`config.mk`:
```
export PLATFORM = sky130hd
export DESIGN_NAME = cmss_mode_select
export DESIGN_NICKNAME = d
export VERILOG_FILES = /design/src/verilog/cmss_mode_select.v
export VERILOG_INCLUDE_DIRS = /design/src /design/src/verilog
export SDC_FILE = /design/constraint.sdc
export NUM_CORES = 1
export LEC_CHECK = 0
export BUFFER_PORTS_ARGS = -buffer_cell sky130_fd_sc_hd__buf_2
export CAP_MARGIN = 20
export CELL_PAD_IN_SITES_DETAIL_PLACEMENT = 1
export CELL_PAD_IN_SITES_GLOBAL_PLACEMENT = 2
export CORE_ASPECT_RATIO = 1.2
export CORE_MARGIN = 8
export CORE_UTILIZATION = 23
export DETAILED_ROUTE_END_ITERATION = 6
export GPL_TIMING_DRIVEN = 0
export PLACE_DENSITY = 0.85
export SLEW_MARGIN = 20
export SYNTH_ARGS = -nofsm -noshare
export SYNTH_HDL_FRONTEND = slang
export SYNTH_SLANG_ARGS = --single-unit
```
`constraint.sdc`:
```
create_clock -name clk -period 1.23 [get_ports clk]
set_clock_uncertainty 0.1 [all_clocks]
set_input_delay 0.1845 -clock clk [delete_from_list [all_inputs] [get_ports clk]]
set_output_delay 0.1845 -clock clk [all_outputs]
set_load 0.01 [all_outputs]
```
`src/verilog/cmss_defs.vh`:
```
// Constants for the CPU mode and stack bank select block.
// Assumes a 4-bit data memory bus with a 12-bit address, one CPU clock per machine cycle.
// How it works
// - Mode bit 3 of the register: one is legacy mode, zero extended mode.
// - Calls push two stack bytes in legacy mode, three in extended mode; returns match.
// - Long-range branch and long-range call execute only in extended mode.
// - Absolute call 3 or 4 cycles; fast call 2 or 3 cycles, legacy or extended.
// - Any system reset sets the mode bit, so execution starts in legacy mode.
// - Register sits at data address F84H, written whole by a 4-bit instruction.
`ifndef CMSS_DEFS_VH
`define CMSS_DEFS_VH
`define CMSS_ADDR_W 12
`define CMSS_DATA_W 4
`define CMSS_SBMS_ADDR 12'hF84
`define CMSS_SBMS_RESET 4'h8
`define CMSS_MODE_BIT 3
`define CMSS_MBZ_BIT 2
`define CMSS_AREA_HI 1
`define CMSS_AREA_LO 0
`define CMSS_AREA_BANK0 2'h0
`define CMSS_PUSH_LEGACY 2'h2
`define CMSS_PUSH_EXT 2'h3
`define CMSS_ACALL_LEGACY 3'h3
`define CMSS_ACALL_EXT 3'h4
`define CMSS_FCALL_LEGACY 3'h2
`define CMSS_FCALL_EXT 3'h3
`define CMSS_OP_W 3
`define CMSS_OP_OTHER 3'h0
`define CMSS_OP_CALL 3'h1
`define CMSS_OP_FCALL 3'h2
`define CMSS_OP_RET 3'h3
`define CMSS_OP_LBRANCH 3'h4
`define CMSS_OP_LCALL 3'h5
`define CMSS_BYTES_W 2
`define CMSS_CYC_W 3
`define CMSS_RDATA_IDLE 4'h0
`define CMSS_FLAG_CLEAR 1'h0
`define CMSS_FLAG_SET 1'h1
`endif

```
`src/verilog/cmss_mode_select.v`:
```
// Mode select register and the mode-dependent decode answers for the CPU core.
// Assumes the core presents one decoded instruction class per fetch strobe.
// Assumes all inputs come from core logic on the same clock, so none is synchronised.
`timescale 1ns/1ps
`include "cmss_defs.vh"

// Chooses the legacy or the extended figure of one mode-dependent answer
module cmss_mode_pick
#(
	parameter W = 2
)
(
	input wire sel_legacy,
	input wire [W-1:0] val_legacy,
	input wire [W-1:0] val_extended,
	output wire [W-1:0] picked
);

	// Plain two-way choice, no state
	assign picked = sel_legacy ? val_legacy : val_extended;

endmodule

module cmss_mode_select
(
	input wire clk,
	input wire srst,
	input wire mem_wr,
	input wire mem_rd,
	input wire [`CMSS_ADDR_W-1:0] mem_addr,
	input wire [`CMSS_DATA_W-1:0] mem_wdata,
	output reg [`CMSS_DATA_W-1:0] mem_rdata,
	output reg mem_hit,
	input wire fetch_valid,
	input wire [`CMSS_OP_W-1:0] fetch_op,
	output reg legacy_mode,
	output reg extended_mode,
	output reg dec_valid,
	output reg [`CMSS_BYTES_W-1:0] stack_bytes,
	output reg [`CMSS_CYC_W-1:0] call_cycles,
	output reg op_unavailable,
	output reg area_prohibited
);

	// Stored register and its next value
	reg [`CMSS_DATA_W-1:0] sbms_reg;
	reg [`CMSS_DATA_W-1:0] sbms_next;

	// Address decode and the mode taken from the stored bit
	wire sel;
	wire sel_wr;
	wire sel_rd;
	wire mode_legacy;

	// Mode-dependent figures and next values of the output flops
	wire [`CMSS_BYTES_W-1:0] push_pick;
	wire [`CMSS_CYC_W-1:0] acall_pick;
	wire [`CMSS_CYC_W-1:0] fcall_pick;
	wire [`CMSS_DATA_W-1:0] rdata_next;
	wire hit_next;
	wire prohibited_next;
	reg [`CMSS_BYTES_W-1:0] bytes_next;
	reg [`CMSS_CYC_W-1:0] cycles_next;
	reg unavail_next;

	// One address compare serves both strobes
	assign sel = (mem_addr == `CMSS_SBMS_ADDR);
	assign sel_wr = mem_wr & sel;
	assign sel_rd = mem_rd & sel;

	// Mode decoded from the stored register only, so a write lands before later fetches
	assign mode_legacy = sbms_reg[`CMSS_MODE_BIT];

	// Whole-nibble write of the register
	always @*
	begin
		sbms_next = sbms_reg;
		if (sel_wr)
		begin
			sbms_next = mem_wdata;
		end
	end

	// Register, reset to legacy mode
	always @(posedge clk)
	begin
		if (srst)
		begin
			sbms_reg <= `CMSS_SBMS_RESET;
		end
		else
		begin
			sbms_reg <= sbms_next;
		end
	end

	// Stack bytes pushed by a call, and unwound by a return, in the current mode
	cmss_mode_pick
	#(
		.W(`CMSS_BYTES_W)
	)
	u_push_pick
	(
		.sel_legacy(mode_legacy),
		.val_legacy(`CMSS_PUSH_LEGACY),
		.val_extended(`CMSS_PUSH_EXT),
		.picked(push_pick)
	);

	// Machine cycles of an absolute call in the current mode
	cmss_mode_pick
	#(
		.W(`CMSS_CYC_W)
	)
	u_acall_pick
	(
		.sel_legacy(mode_legacy),
		.val_legacy(`CMSS_ACALL_LEGACY),
		.val_extended(`CMSS_ACALL_EXT),
		.picked(acall_pick)
	);

	// Machine cycles of a fast call in the current mode
	cmss_mode_pick
	#(
		.W(`CMSS_CYC_W)
	)
	u_fcall_pick
	(
		.sel_legacy(mode_legacy),
		.val_legacy(`CMSS_FCALL_LEGACY),
		.val_extended(`CMSS_FCALL_EXT),
		.picked(fcall_pick)
	);

	// Per-instruction answers from the current mode
	always @*
	begin
		bytes_next = push_pick;
		cycles_next = `CMSS_ACALL_LEGACY;
		unavail_next = `CMSS_FLAG_CLEAR;
		case (fetch_op)
			`CMSS_OP_CALL:
			begin
				cycles_next = acall_pick;
			end
			`CMSS_OP_FCALL:
			begin
				cycles_next = fcall_pick;
			end
			`CMSS_OP_RET:
			begin
				// Only the byte count matters for a return
				cycles_next = `CMSS_ACALL_LEGACY;
			end
			`CMSS_OP_LBRANCH, `CMSS_OP_LCALL:
			begin
				cycles_next = `CMSS_ACALL_EXT;
				unavail_next = mode_legacy;
			end
			default:
			begin
				cycles_next = `CMSS_ACALL_LEGACY;
			end
		endcase
	end

	// Read answers; other addresses read as idle
	assign rdata_next = sel_rd ? sbms_reg : `CMSS_RDATA_IDLE;
	assign hit_next = sel_rd | sel_wr;

	// Flags a setting software must not use
	assign prohibited_next = sbms_reg[`CMSS_MBZ_BIT] |
		(sbms_reg[`CMSS_AREA_HI:`CMSS_AREA_LO] != `CMSS_AREA_BANK0);

	// Read data and hit flops
	always @(posedge clk)
	begin
		if (srst)
		begin
			mem_rdata <= `CMSS_RDATA_IDLE;
			mem_hit <= `CMSS_FLAG_CLEAR;
		end
		else
		begin
			mem_rdata <= rdata_next;
			mem_hit <= hit_next;
		end
	end

	// Mode outputs, one cycle behind the stored bit
	always @(posedge clk)
	begin
		if (srst)
		begin
			legacy_mode <= `CMSS_FLAG_SET;
			extended_mode <= `CMSS_FLAG_CLEAR;
		end
		else
		begin
			legacy_mode <= mode_legacy;
			extended_mode <= ~mode_legacy;
		end
	end

	// Decode answer flops, one cycle after the fetch
	always @(posedge clk)
	begin
		if (srst)
		begin
			dec_valid <= `CMSS_FLAG_CLEAR;
			stack_bytes <= `CMSS_PUSH_LEGACY;
			call_cycles <= `CMSS_ACALL_LEGACY;
			op_unavailable <= `CMSS_FLAG_CLEAR;
		end
		else
		begin
			dec_valid <= fetch_valid;
			stack_bytes <= bytes_next;
			call_cycles <= cycles_next;
			op_unavailable <= fetch_valid & unavail_next;
		end
	end

	// Status flop for prohibited settings
	always @(posedge clk)
	begin
		if (srst)
		begin
			area_prohibited <= `CMSS_FLAG_CLEAR;
		end
		else
		begin
			area_prohibited <= prohibited_next;
		end
	end

endmodule
```
* After elaboration in Yosys (flattened, before gate mapping)
Cells that the tools add are included.
Cells by class: reduce and logical (&&, ||, !) cells 3, eq/ne operators 5, bitwise gates (word level) 7, muxes and demuxes 5
Operators with widths (count):
- $eq A12 B12 Y1 const B | 1
- $pmux W3 S3 | 1
- $eq A3 B3 Y1 const B | 2
- $reduce_or A2 Y1 | 2
- $and A1 B1 Y1 | 3
- $eq A3 B1 Y1 const B | 1
- $eq A3 B2 Y1 const B | 1
- $mux W1 | 3
- $mux W3 | 1
- $not A1 Y1 | 2
- $or A1 B1 Y1 | 2
- $reduce_bool A2 Y1 | 1
Storage, ports and cells: register bits 19, output and inout port bits 15, logic and storage cells 30

* Logic depth before layout (Yosys ltp)
depth in word-level cells 4, depth in mapped cells 3, depth with buffers taken out 3

* Cells and area by module
Synthesis repeated with hierarchy kept, for this count alone.
Second synthesis, totals: cell total of the unflattened synthesis 74, area, all modules 805.8 um^2
By module, submodules not included:
- cmss_mode_select | area an instance 715.7 um^2, seq. area each 380.4 um^2, times used 1, cells an instance 66
- cmss_mode_pick at u_acall_pick ... | area an instance 33.8 um^2, seq. area each 0.0 um^2, times used 2, cells an instance 3
- cmss_mode_pick at u_push_pick | area an instance 22.5 um^2, seq. area each 0.0 um^2, times used 1, cells an instance 2

* Worst setup path before layout
No wires, ideal clock.
path type in2reg, from input port mem_addr[1], to register sbms_reg[3], library setup time 124 ps, stages on the path 3, slack 190 ps, arrival time 816 ps, required time 1006 ps, buffers on the path 0, cell sequence nor4b_4 -> nand4_2 -> mux2i_1
Between the ends: cells in the longest elaborated chain, start to end 2
Ends and longest elaborated chain:
- start: declaration | line cmss_mode_select.v:30 | input wire [`CMSS_ADDR_W-1:0] mem_addr,
- $eq A12 B12 Y1 (no source line)
- $and A1 B1 Y1 | line cmss_mode_select.v:68 | assign sel_wr = mem_wr & sel;
- end signal: assignment | line cmss_mode_select.v:89 | sbms_reg <= `CMSS_SBMS_RESET;
- end signal: assignment | line cmss_mode_select.v:93 | sbms_reg <= sbms_next;
- end: declaration | line cmss_mode_select.v:46 | reg [`CMSS_DATA_W-1:0] sbms_reg;
No other way between the ends. A chain may end at the register's enable or synchronous reset.

==> results.toml <==
[placement]
place.gp.congestion = 0.652
place_hpwl_um = 1330
dp_slack_ns = -0.0206
io_buffers = 37

[layout]
post-route-util_pct = 33.2
diodes = 0
nets = 123
area_growth_syn_to_layout_pct = 41.5
layout-drive-gt1-share_pct = 46.9

[flow_run]
drv_cap = 0

[cts]
cts_tree = "done"
cts_buffers = 3
clkLatencyLatePin_ns = 0.28
post_cts_resize_count = 0
htreeDepth = 1
clock_path_buffers = 2
clk_pin_slew_ns = 0.10
root_buffer = "clkbuf_4"
clock-sinks = 17

[floorplanning]
boundaryPins = 39
core_mm2 = 0.00271
die_height_um = 73.6
row_count = 21
start_util_pct = 23.5
die_w_um = 64.0
die-area_mm2 = 0.00471

[route]
drt_iter0_drc = 3
top_layer_used = "met4"
drt_wl_total_um = 1570
dr_wl_met2_um = 826
viasPerCell = 3.96
vias = 523
wl_per_cell_um = 11.9
firstDrtPassIters = 4
drc = 0
dr_wl_met3_um = 110
ant_nets = 0
wl_met1_um = 594

[sta]
fin_crit_sh_pct = 91.2
finalHoldViolCount = 0
slew_viol_final = 0
layout_setup_ws_ns = 0.108
rsz0062_at_grt = "no"
tns_ns = 0
fmax_mhz = 891
setup_viol = 0
min_period_ns = 1.12

[synthesis]
synth-edff-count = 0
syn_area_per_cell_um2 = 11.4
synthFlopType = "dfxtp_1"
netlist.area_leader.share_pct = 53.5
synth_nets = 80
synthTopCellsByCount = "dfxtp_1, nand2b_1, and3_1, mux2i_1, nor2_1"
ys_seq_elements = 17
syn_area_um2 = 636
synth_cell_type_count = 20
synth_largest_area_cell = "dfxtp_1"
yosysWarnings = 0
synthTopCellsByArea = "dfxtp_1, nand2b_1, nor4b_4"
synth.most_common_cell = "dfxtp_1"
seq_area_frac_synth_pct = 53.5
synthArstFlopShare_pct = 0
synthCells = 56

[global_routing]
grt_max_degree = 11
grt_pass1_wl_um = 2610
overflow = 0
antenna_found_initial = 0
grt_usage_pct = 7.25
grt_pass1_vias = 597

[pwr]
p_per_area_mw_per_mm2 = 1040
power_mw = 0.940
peakVddDrop_mv = 0.384
power_leakage_nw = 0.475

[run_status]
outcome = "finished, final reports clean"

[setup_path]
path_max_fanout = 2
cp-end-kind = "primary output"
startpoint_type = "flop"
worst-setup-path-type = "reg -> out"
arrival_ns = 0.84
required_ns = 0.95

[hold_path]
hold_class = "in -> reg"
[area by class of cell]
type,count,area (um2)
Tap cell,34,42.5
Timing Repair Buffer,38,195
Sequential cell,17,340
Fill cell,327,1810
Inverter,2,7.51
Multi-Input combinational cell,34,269
Buffer,3,18.8
Clock buffer,4,26.3
[placed cells by master (no fill, tap or decap)]
cell           instances
and4b_4                1
buf_2                 37
conb_1                 1
dfxtp_1               17
nor4bb_1               1
and3_1                 4
clkbuf_1               2
inv_1                  2
nor4b_4                2
buf_4                  2
nand4_2                1
nor2b_1                2
and4_1                 1
a21oi_1                1
nor2_1                 4
clkbuf_4               3
dlygate4sd3_1          1
nor3_1                 1
o21bai_1               1
nand3_1                1
mux2i_1                4
o21a_1                 1
nand2b_1               8
[critical path, cell delays in order (launching register included)]
cell	delay (ns)
dfxtp_1	0.32
buf_4	0.12
buf_2	0.13
[layer usage]
metal	global-route usage, %	up-vias
met5	0	-
met4	7.44	0
met3	2.29	2
met2	12.2	17
met1	6.69	230
li1	-	274
[metrics by stage]
| step | hold WS, ns | instance area (um2) | cells |
|---|---|---|---|
| 2_1_floorplan | 0.157 | 636 | 56 |
| 3_3_place_gp | 0.273 | 863 | 127 |
| 3_5_place_dp | 0.281 | 863 | 127 |
| 4_1_cts | 0.0203 | 900 | 132 |
| 5_1_grt | 0.0189 | 900 | 132 |
| 6_report | 0.0289 | 900 | 132 |
[path summary, 6_finish.rpt]
kind | startpoint | to | slack [ns] | depth (start not counted)
worst max-delay path | extended_mode | stack_bytes[0] | 0.11 | 2
worst min-delay path | srst | dec_valid | 0.03 | 2
worst max register to register | sbms_reg[3] | call_cycles[2] | 0.19 | 3
worst min register to register | sbms_reg[2] | sbms_reg[2] | 0.40 | 2
[report_power, final]
part           switching, mW  total, mW  internal (mW)  leakage (nW)
logic                 0.0406     0.0925         0.0519         0.322
registers            0.00135      0.558          0.557         0.138
clock network          0.163      0.289          0.126        0.0150
[timing repair]
| item | CTS | global route |
|---|---|---|
| setup buffers | 0 | 0 |
| hold endpoints to repair | 1 | 0 |
| setup endpoints to repair | 0 | 0 |
| hold buffers | 1 | 0 |
[kinds of logic (layout without fill, tap and decap cells)]
| logic type | count (synthesis) | after routing | share of synthesized area [%] |
|---|---|---|---|
| AO/OA/AOI/OAI | 3 | 3 | 3.15 |
| buffers and inverters | 5 | 47 | 4.13 |
| flip-flops | 17 | 17 | 53.5 |
| multiplexers | 4 | 4 | 6.30 |
| other | 1 | 1 | 0.590 |
| AND/OR/NAND/NOR | 26 | 26 | 32.3 |
Note: power is estimated with default switching activity, not from simulation.
